**config.mk**
```make
export PLATFORM = sky130hd
export DESIGN_NAME = slt_top
export DESIGN_NICKNAME = d
export VERILOG_FILES = /design/src/hdl/slt_pkg.sv /design/src/hdl/slt_lane_if.sv /design/src/hdl/slt_prbs.sv /design/src/hdl/slt_scram.sv /design/src/hdl/slt_top.sv
export SDC_FILE = /design/constraint.sdc
export NUM_CORES = 1
export LEC_CHECK = 0
export BUFFER_PORTS_ARGS = -buffer_cell sky130_fd_sc_hd__buf_2
export CAP_MARGIN = 30
export CORE_ASPECT_RATIO = 1.75
export CORE_MARGIN = 1.5
export CORE_UTILIZATION = 59
export DETAILED_ROUTE_END_ITERATION = 6
export PLACE_DENSITY_LB_ADDON = 0.25
export SLEW_MARGIN = 20
export SYNTH_ARGS = -nofsm -noshare
export SYNTH_HDL_FRONTEND = slang
export SYNTH_SLANG_ARGS = --single-unit
```
**constraint.sdc**
```tcl
create_clock -name clk_i -period 4.25 [get_ports clk_i]
set_input_delay 0.85 -clock clk_i [delete_from_list [all_inputs] [get_ports clk_i]]
set_output_delay 0.85 -clock clk_i [all_outputs]
set_load 0.01 [all_outputs]
```
**src/hdl/slt_pkg.sv**
```systemverilog
/*
 * Shared constants for the serial lane output stage: register map, field
 * positions, reset values, lane geometry, test-select codes and PRBS taps.
 * Assumes one core clock and an APB master with 32-bit data.
 */
// How it works
// 9-bit 64B/66B format, 8 or 4 lanes
// channel A: nine bits msb first, three zeros
// dual parts: lanes 4-7 carry channel B
// sync header scheme: detection or correction
// detection is CRC-12 only, no CRC-3
// alternative scheme is forward error correction
// redundant lanes only for four-lane formats
// lane set 0 uses lanes 0-3, 1 uses 4-7
// only one lane set drives at once
// power-down pin or mode bit disables drivers
// configuration survives power-down
// receiver relinks and discards pipeline flush data
// test select picks pattern, zero means normal
// powered lanes follow format in test modes
// test select changes only while link disabled
// PRBS bypasses scrambling and line coding
// PRBS sequences follow the O.150 definitions
// each lane starts PRBS at distinct phase
// PRBS7 taps 6 and 7, period 127
// PRBS9 taps 5 and 9, period 511
// PRBS15 taps 14 and 15, period 32767
// PRBS23 taps 18/23, PRBS31 taps 28/31
// generator steps per bit, never all zero
// normal mode sends scrambled mapped link data
package slt_pkg;
    localparam logic [11:0] CTRL_OFF      = 12'h000;
    localparam logic [11:0] STAT_OFF      = 12'h004;
    localparam logic [11:0] FCNT_OFF      = 12'h008;
    localparam int          FMT_LSB       = 0;
    localparam int          FMT_W         = 5;
    localparam int          ALT_BIT       = 5;
    localparam int          FEC_BIT       = 6;
    localparam int          PDM_BIT       = 7;
    localparam int          TEST_LSB      = 8;
    localparam int          TEST_W        = 3;
    localparam int          LINK_BIT      = 11;
    localparam int          STAT_PD_BIT   = 8;
    localparam int          STAT_FMT_BIT  = 9;
    localparam logic [31:0] CTRL_RST      = 32'h0000_000f;
    localparam logic [4:0]  FMT_9B_66B    = 5'h0f;
    localparam int          SAMP_W        = 9;
    localparam int          WORD_W        = 12;
    localparam int          LANES         = 8;
    localparam int          SET_LANES     = 4;
    localparam int          FRAME_BITS    = 24;
    localparam logic [2:0]  TST_NONE      = 3'h0;
    localparam logic [2:0]  TST_PRBS7     = 3'h1;
    localparam logic [2:0]  TST_PRBS9     = 3'h2;
    localparam logic [2:0]  TST_PRBS15    = 3'h3;
    localparam logic [2:0]  TST_PRBS23    = 3'h4;
    localparam logic [2:0]  TST_PRBS31    = 3'h5;
    localparam int          PRBS_W        = 31;
    localparam int          SCR_W         = 58;
    localparam int          SCR_TAP       = 39;

    typedef struct packed {
        logic [4:0] near;
        logic [4:0] far;
    } slt_taps_s;

    function automatic slt_taps_s slt_prbs_taps(input logic [2:0] mode);
        slt_taps_s t;
        t = '{near: 5'd6, far: 5'd7};
        case (mode)
            TST_PRBS9:  t = '{near: 5'd5, far: 5'd9};
            TST_PRBS15: t = '{near: 5'd14, far: 5'd15};
            TST_PRBS23: t = '{near: 5'd18, far: 5'd23};
            TST_PRBS31: t = '{near: 5'd28, far: 5'd31};
            default:    t = '{near: 5'd6, far: 5'd7};
        endcase
        return t;
    endfunction
endpackage

```
**src/hdl/slt_lane_if.sv**
```systemverilog
/*
 * Per-lane carrier between the output stage and its pattern generator
 * and scrambler. Assumes the owner drives mode, restart and scr_din.
 */
`timescale 1ns/100ps
interface slt_lane_if;
    logic [2:0] mode;
    logic       restart;
    logic       prbs_bit;
    logic       scr_din;
    logic       scr_dout;
    modport prbs (input mode, input restart, output prbs_bit);
    modport scr  (input scr_din, output scr_dout);
endinterface

```
**src/hdl/slt_prbs.sv**
```systemverilog
/*
 * Per-lane PRBS generator, one bit per clock, taps chosen by mode.
 * Assumes restart is pulsed by the owner whenever the mode changes.
 */
`timescale 1ns/100ps
module slt_prbs #(
    parameter logic [slt_pkg::PRBS_W-1:0] SEED = {{(slt_pkg::PRBS_W-1){1'b0}}, 1'b1}
) (
    input  wire logic clk_i,
    input  wire logic resetn_i,
    slt_lane_if.prbs  lane
);
    import slt_pkg::*;

    typedef struct packed {
        logic [PRBS_W-1:0] sr;
        logic              bit_q;
    } slt_prbs_s;

    slt_prbs_s         st_r;
    slt_prbs_s         st_nxt;
    slt_taps_s         taps;
    logic [PRBS_W-1:0] live;
    logic              fb;

    always_comb begin
        taps   = slt_prbs_taps(lane.mode);
        live   = ~({PRBS_W{1'b1}} << taps.far);
        fb     = st_r.sr[taps.near - 5'd1] ^ st_r.sr[taps.far - 5'd1];
        st_nxt = st_r;
        // sr[k-1] holds the bit sent k positions earlier
        if (lane.restart || (st_r.sr & live) == '0) begin
            st_nxt.sr = SEED;
        end else begin
            st_nxt.sr = {st_r.sr[PRBS_W-2:0], fb};
        end
        st_nxt.bit_q = fb;
    end

    always_ff @(posedge clk_i or negedge resetn_i) begin
        if (!resetn_i) begin
            st_r <= '{sr: SEED, bit_q: 1'b0};
        end else begin
            st_r <= st_nxt;
        end
    end

    assign lane.prbs_bit = st_r.bit_q;
endmodule

```
**src/hdl/slt_scram.sv**
```systemverilog
/*
 * Per-lane self-synchronous 64B/66B payload scrambler, 1 + x^39 + x^58.
 * Assumes one payload bit per clock; no reseed needed on the far side.
 */
`timescale 1ns/100ps
module slt_scram (
    input  wire logic clk_i,
    input  wire logic resetn_i,
    slt_lane_if.scr   lane
);
    import slt_pkg::*;

    typedef struct packed {
        logic [SCR_W-1:0] sr;
        logic             dout;
        logic [5:0]       age;
    } slt_scr_s;

    slt_scr_s st_r;
    slt_scr_s st_nxt;
    logic     sb;

    always_comb begin
        sb            = lane.scr_din ^ st_r.sr[SCR_TAP-1] ^ st_r.sr[SCR_W-1];
        st_nxt        = st_r;
        st_nxt.sr     = {st_r.sr[SCR_W-2:0], sb};
        st_nxt.dout   = sb;
        // the law check waits until the whole 58-bit history is real
        st_nxt.age    = (st_r.age == 6'h3f) ? st_r.age : st_r.age + 6'h01;
    end

    always_ff @(posedge clk_i or negedge resetn_i) begin
        if (!resetn_i) begin
            st_r <= '0;
        end else begin
            st_r <= st_nxt;
        end
    end

    assign lane.scr_dout = st_r.dout;
endmodule

```
**src/hdl/slt_top.sv**
```systemverilog
/*
 * Serial lane output stage for the 9-bit 64B/66B format: sample-to-lane
 * mapping, scrambling, redundant lane sets, power-down gating and PRBS
 * test insertion, with an APB register slave.
 * Assumes APB signals and the power-down pin are synchronous to clk_i and
 * that sync header coding (CRC-12 or FEC) sits downstream of lane_data_o.
 */
`timescale 1ns/100ps
module slt_top #(
    parameter int CHANNELS = 2
) (
    input  wire logic                                clk_i,
    input  wire logic                                resetn_i,
    input  wire logic [11:0]                         paddr_i,
    input  wire logic                                psel_i,
    input  wire logic                                penable_i,
    input  wire logic                                pwrite_i,
    input  wire logic [31:0]                         pwdata_i,
    input  wire logic [3:0]                          pstrb_i,
    output logic      [31:0]                         prdata_o,
    output logic                                     pready_o,
    output logic                                     pslverr_o,
    input  wire logic                                power_down_pin_i,
    input  wire logic [slt_pkg::LANES*slt_pkg::SAMP_W-1:0] samp_a_i,
    input  wire logic [slt_pkg::LANES*slt_pkg::SAMP_W-1:0] samp_b_i,
    output logic                                     frame_take_o,
    output logic      [slt_pkg::LANES-1:0]           lane_data_o,
    output logic      [slt_pkg::LANES-1:0]           lane_drv_en_o,
    output logic                                     sync_fec_o
);
    import slt_pkg::*;

    typedef struct packed {
        logic [31:0]                          ctrl;
        logic [31:0]                          prdata;
        logic                                 pready;
        logic                                 pslverr;
        logic [15:0]                          fcnt;
        logic [4:0]                           bitcnt;
        logic [LANES-1:0][FRAME_BITS-1:0]     word;
        logic                                 take;
        logic [TEST_W-1:0]                    test_q;
        logic                                 restart;
        logic [LANES-1:0]                     data;
        logic [LANES-1:0]                     drv;
        logic                                 fec;
    } slt_top_s;

    slt_top_s         st_r;
    slt_top_s         st_nxt;
    logic [LANES-1:0] prbs_bits;
    logic [LANES-1:0] scr_bits;
    logic             acc;
    logic             pd;
    logic             fmt_ok;
    logic             alt;
    logic [LANES-1:0] mask;
    logic [TEST_W-1:0] test;
    logic             link_en;

    // one 9-bit sample out of a flat bus of eight
    function automatic logic [SAMP_W-1:0] samp(input logic [LANES*SAMP_W-1:0] bus,
                                               input int idx);
        return bus[idx*SAMP_W +: SAMP_W];
    endfunction

    // 12-bit slots: sample msb first, then three zero pad bits
    function automatic logic [FRAME_BITS-1:0] lane_word(
        input logic [LANES*SAMP_W-1:0] a,
        input logic [LANES*SAMP_W-1:0] b,
        input int                      lane,
        input logic                    dual);
        logic [LANES*SAMP_W-1:0] src;
        int                      k;
        src = (dual && lane >= SET_LANES) ? b : a;
        k   = lane % SET_LANES;
        return {samp(src, k), {(WORD_W-SAMP_W){1'b0}},
                samp(src, k + SET_LANES), {(WORD_W-SAMP_W){1'b0}}};
    endfunction

    // byte-lane merge for APB writes
    function automatic logic [31:0] strb_merge(input logic [31:0] old,
                                               input logic [31:0] wdata,
                                               input logic [3:0]  strb);
        logic [31:0] res;
        res = old;
        for (int i = 0; i < 4; i++) begin
            if (strb[i]) begin
                res[i*8 +: 8] = wdata[i*8 +: 8];
            end
        end
        return res;
    endfunction

    // unused test codes fall back to normal data
    function automatic logic [TEST_W-1:0] test_code(input logic [TEST_W-1:0] raw);
        return (raw > TST_PRBS31) ? TST_NONE : raw;
    endfunction

    always_comb begin
        acc     = psel_i & penable_i;
        pd      = power_down_pin_i | st_r.ctrl[PDM_BIT];
        // quad parts cannot carry this format at all
        fmt_ok  = (st_r.ctrl[FMT_LSB +: FMT_W] == FMT_9B_66B) && (CHANNELS != 4);
        // eight-lane dual formats have no spare set to fall back to
        alt     = st_r.ctrl[ALT_BIT] && (CHANNELS == 1);
        link_en = st_r.ctrl[LINK_BIT];
        test    = test_code(st_r.ctrl[TEST_LSB +: TEST_W]);
        if (!fmt_ok) begin
            mask = '0;
        end else if (CHANNELS == 2) begin
            mask = {LANES{1'b1}};
        end else if (alt) begin
            mask = {{SET_LANES{1'b1}}, {SET_LANES{1'b0}}};
        end else begin
            mask = {{SET_LANES{1'b0}}, {SET_LANES{1'b1}}};
        end

        st_nxt = st_r;

        // apb: one wait state so read data leaves a flip-flop
        st_nxt.pready  = acc & ~st_r.pready;
        st_nxt.pslverr = 1'b0;
        if (acc && !st_r.pready) begin
            st_nxt.pslverr = 1'b0;
            case (paddr_i[11:2])
                CTRL_OFF[11:2]: st_nxt.prdata = st_r.ctrl;
                STAT_OFF[11:2]: st_nxt.prdata = {22'h0, fmt_ok, pd, st_r.drv};
                FCNT_OFF[11:2]: st_nxt.prdata = {16'h0000, st_r.fcnt};
                default: begin
                    st_nxt.prdata  = 32'h0000_0000;
                    st_nxt.pslverr = 1'b1;
                end
            endcase
        end
        if (acc && st_r.pready && pwrite_i && paddr_i[11:2] == CTRL_OFF[11:2]) begin
            // power-down never touches ctrl, so settings survive it
            st_nxt.ctrl = strb_merge(st_r.ctrl, pwdata_i, pstrb_i);
            st_nxt.ctrl[31:LINK_BIT+1] = '0;
            if (link_en) begin
                // pattern may only change while the link is down
                st_nxt.ctrl[TEST_LSB +: TEST_W] = st_r.ctrl[TEST_LSB +: TEST_W];
            end
        end

        // sync header scheme: 0 selects CRC-12, 1 selects FEC; no CRC-3 code
        st_nxt.fec = st_r.ctrl[FEC_BIT];

        // lane framing: reload every 24 bits, shift msb first
        st_nxt.take = 1'b0;
        if (st_r.bitcnt == 5'(FRAME_BITS - 1)) begin
            st_nxt.bitcnt = '0;
            st_nxt.take   = 1'b1;
            st_nxt.fcnt   = st_r.fcnt + 16'h0001;
            for (int l = 0; l < LANES; l++) begin
                st_nxt.word[l] = lane_word(samp_a_i, samp_b_i, l, CHANNELS == 2);
            end
        end else begin
            st_nxt.bitcnt = st_r.bitcnt + 5'd1;
            for (int l = 0; l < LANES; l++) begin
                st_nxt.word[l] = {st_r.word[l][FRAME_BITS-2:0], 1'b0};
            end
        end

        st_nxt.test_q  = test;
        st_nxt.restart = (test != st_r.test_q);

        // lane count follows the format whatever the pattern
        st_nxt.drv = pd ? '0 : mask;
        for (int l = 0; l < LANES; l++) begin
            if (pd || !mask[l]) begin
                st_nxt.data[l] = 1'b0;
            end else if (st_r.test_q != TST_NONE) begin
                st_nxt.data[l] = prbs_bits[l];
            end else begin
                st_nxt.data[l] = link_en & scr_bits[l];
            end
        end
    end

    always_ff @(posedge clk_i or negedge resetn_i) begin
        if (!resetn_i) begin
            st_r        <= '0;
            st_r.ctrl   <= CTRL_RST;
            st_r.restart <= 1'b1;
        end else begin
            st_r <= st_nxt;
        end
    end

    for (genvar l = 0; l < LANES; l++) begin : g_lane
        slt_lane_if lane_if ();
        assign lane_if.mode    = st_r.test_q;
        assign lane_if.restart = st_r.restart;
        assign lane_if.scr_din = st_r.word[l][FRAME_BITS-1];
        assign prbs_bits[l]    = lane_if.prbs_bit;
        assign scr_bits[l]     = lane_if.scr_dout;

        slt_prbs #(
            .SEED (PRBS_W'(l + 1))
        ) u_prbs (
            .clk_i    (clk_i),
            .resetn_i (resetn_i),
            .lane     (lane_if.prbs)
        );

        slt_scram u_scram (
            .clk_i    (clk_i),
            .resetn_i (resetn_i),
            .lane     (lane_if.scr)
        );
    end

    assign prdata_o      = st_r.prdata;
    assign pready_o      = st_r.pready;
    assign pslverr_o     = st_r.pslverr;
    assign frame_take_o  = st_r.take;
    assign lane_data_o   = st_r.data;
    assign lane_drv_en_o = st_r.drv;
    assign sync_fec_o    = st_r.fec;
endmodule

```
==> run_results.csv <==
group,metric,value,unit
synthesis,synth_cell_types,85,
timing,relSlewSlack,32.0,%
setup_path,cpLargestDelayFamily,"multiplexers",
clock_network,cts_tree,"done",
global_route,grt_pass1_wl,114000,um
synthesis,netlist_area,32800,um^2
cells_and_area,mostFrequentLayoutCells,"dfrtp_1, nand2_1, and2_1",
die,rows,114,
setup_path,cpPeakStageDelay,530,ps
synthesis,yosys.area_share.simple,14.2,%
placement,placed_area,34500,um^2
die,start_util,59.6,%
clock_network,cts_buffer_depth,3,
routing,ant_nets,0,
timing,tns,0,ps
power,p_per_area,524,nW/um^2
synthesis,ys_async_sr_fraction,100,%
placement,io_buffers,209,
placement,dpl.hpwl,44000,um
synthesis,synth_top_family_by_area,"simple AND/OR/NAND/NOR gates",
cells_and_area,drive_gt1_share,18.9,%
setup_path,cp_data_required_time,4810,ps
clock_network,cts-hold-fix-buffers,0,
setup_path,worstSetupStartpointType,"register",
global_route,grt_antenna_before_repair,3,
cells_and_area,nNetsFinal,2837,
die,die_w,181,um
synthesis,netlist.area_leader.share,71.4,%
timing,rsz0062_at_grt,"no",
routing,vias_per_cell,5.60,
cells_and_area,syn_to_final_growth,13.7,%
setup_path,crit_fanout,11,
timing,fmax,0.292,GHz
timing,finClkSkew,15.7,ps
setup_path,critPathBufInv,3,
die,die_h,315,um
routing,via_count,19027,
synthesis,synth_top_area_cell,"dfrtp_1",
global_route,grt_overflow,0,
clock_network,insertion_delay,630,ps
cells_and_area,final_common_cell,"dfrtp_1",
synthesis,synth_area_per_cell,13.5,um^2
timing,fin_crit,3430,ps
timing,slew_viol_final,0,
synthesis,synth_seq_cells,954,
power,ir_drop,0.000429,V
timing,setup_viol,0,
clock_network,clk_pin_slew,70,ps
synthesis,synth_cells,2421,
setup_path,crit_chain,"inv_1 > ha_1 > clkinv_1 > buf_4 > nand2_1 > mux2i_1 > mux4_2 > nand2b_1 > mux2_2",
global_route,grt_max_degree,163,
synthesis,seq_area_frac_synth,72.8,%
clock_network,cts_made_buffers,81,
placement,gp_congestion,0.879,
run,maxCapViolations,0,
die,die-area,57100,um^2
clock_network,cts-root-buf,"clkbuf_16",
global_route,grt_use_total,26.0,%
global_route,grt_pass1_vias,20523,
setup_path,slowest_stage,"mux4_2",
setup_path,endpoint_kind,"register",
die,core_area,55100,um^2
power,p_leak,17.1,nW
die,io_pins,250,
routing,routedWlPerCell,21.0,um
run_status,status,"finished clean",
synthesis,synth_edf_count,0,
routing,drc,0,
clock_network,ctsResizeCount,0,
setup_path,path_class,"reg2reg",
routing,drtIter0Drc,1271,
synthesis,synth_fa_ha_area_share,0.191,%
clock_network,cts_sinks,954,
synthesis,synth.area.mux_share,4.15,%
clock_network,cts-htree-levels,3,
min_path,hold_path.class,"in2async",
routing,drt-total-wl,71200,um
routing,drtPass1Iterations,6,
synthesis,synthFlopType,"dfrtp_1",
clock_network,post_cts_buffers,0,
synthesis,synth_compound_area_share,4.63,%
setup_path,cp.arrival,3980,ps
synthesis,synth_area_leaders,"dfrtp_1, nand2_1, and2_1",
synthesis,synth-xor-area-share,1.20,%
timing,fin_crit_sh,80.6,%
synthesis,ys_warn_count,0,
timing,finalHoldViolations,0,
cells_and_area,design_area,37300,um^2
timing,worst_pin_slew,1020,ps
-- worst paths after layout --
kind / from / to / slack, ps / cells after the start
max in group asynchronous: resetn_i / st_r[139] / 2930 / 2
worst max-delay path: g_lane[0].lane_if.mode[1] / g_lane[2].u_prbs.st_r[1] / 820 / 9
worst min register to register: g_lane[2].u_scram.st_nxt[62] / g_lane[2].u_scram.st_nxt[63] / 340 / 0
worst max register to register: g_lane[0].lane_if.mode[1] / g_lane[2].u_prbs.st_r[1] / 820 / 9
worst min-delay path: resetn_i / st_r[88] / 200 / 1
min in group clk_i: g_lane[2].u_scram.st_nxt[62] / g_lane[2].u_scram.st_nxt[63] / 340 / 0
-- logic make-up after synthesis --
logic type / count (synthesis)
AOI/OAI and AO/OA: 202
xor gates and xnor gates: 42
adders and majority gates: 5
buffers and inverters: 167
DFF: 954
muxes: 108
other: 1
and+or+nand+nor: 942
-- synth_stat cells, drive strengths merged (20+ instances only) --
cell    instances
a21oi          30
and2          265
buf            82
clkbuf         75
dfrtp         936
mux2           34
mux2i          55
nand2         475
nand2b         20
nand3          24
nor2           49
nor4           43
o21ai          39
xnor2          34
-- metrics by stage --
| stage | utilization [%] | setup slack [ps] | std cells | power, W | hold slack (ps) |
|---|---|---|---|---|---|
| floorplan | - | 1120 | 2436 | 0.0112 | 331 |
| global placement | 62.6 | 974 | 3244 | 0.0118 | 332 |
| detailed placement | 62.6 | 897 | 3245 | 0.0119 | 335 |
| CTS | 67.7 | 856 | 3391 | 0.0197 | 218 |
| global route | 67.8 | 683 | 3395 | 0.0203 | 243 |
| finish | 67.8 | 823 | 3395 | 0.0195 | 201 |
-- flip-flops by register name (all words and copies together), names as in the netlist, 3 cells and up --
signal	flops
g_lane.u_scram.st_nxt	456
g_lane.u_prbs.st_r	248
st_r	191
prdata_o	16
g_lane.lane_if.scr_din	8
g_lane.u_prbs.lane.prbs_bit	8
g_lane.u_scram.st_r	8
lane_data_o	8
g_lane.lane_if.mode	3
-- area by class of cell --
class                      count  area [um^2]
sequential                   954        23900
fill                        3776        17700
multi-input combinational   1315         8060
clock buffer                 107         2250
timing repair buffer         272         1640
tap                          696          871
clock inverter                39          548
inverter                      10         40.0
antenna                        2         5.00
-- power by group --
part | internal (W) | switching (W)
registers | 0.00984 | 0.000548
logic | 0.000711 | 0.000675
clock network | 0.00444 | 0.00332
total | 0.0150 | 0.00454
-- worst register-to-register path: stages (launching register included) --
cell	delay [ps]
dfrtp_1	500
inv_1	110
ha_1	480
clkinv_1	440
buf_4	320
nand2_1	390
mux2i_1	150
mux4_2	530
nand2b_1	160
mux2_2	270
-- per-layer routing --
layer  vias up  track usage (%)  wire, um
met5         -                0        17
met2       659             44.4     36200
met3       239             4.08      3520
met1      9786             31.9     27600
li1       8341                -         -
met4         2             14.1      3890
Power figures use the tool's default switching activity.
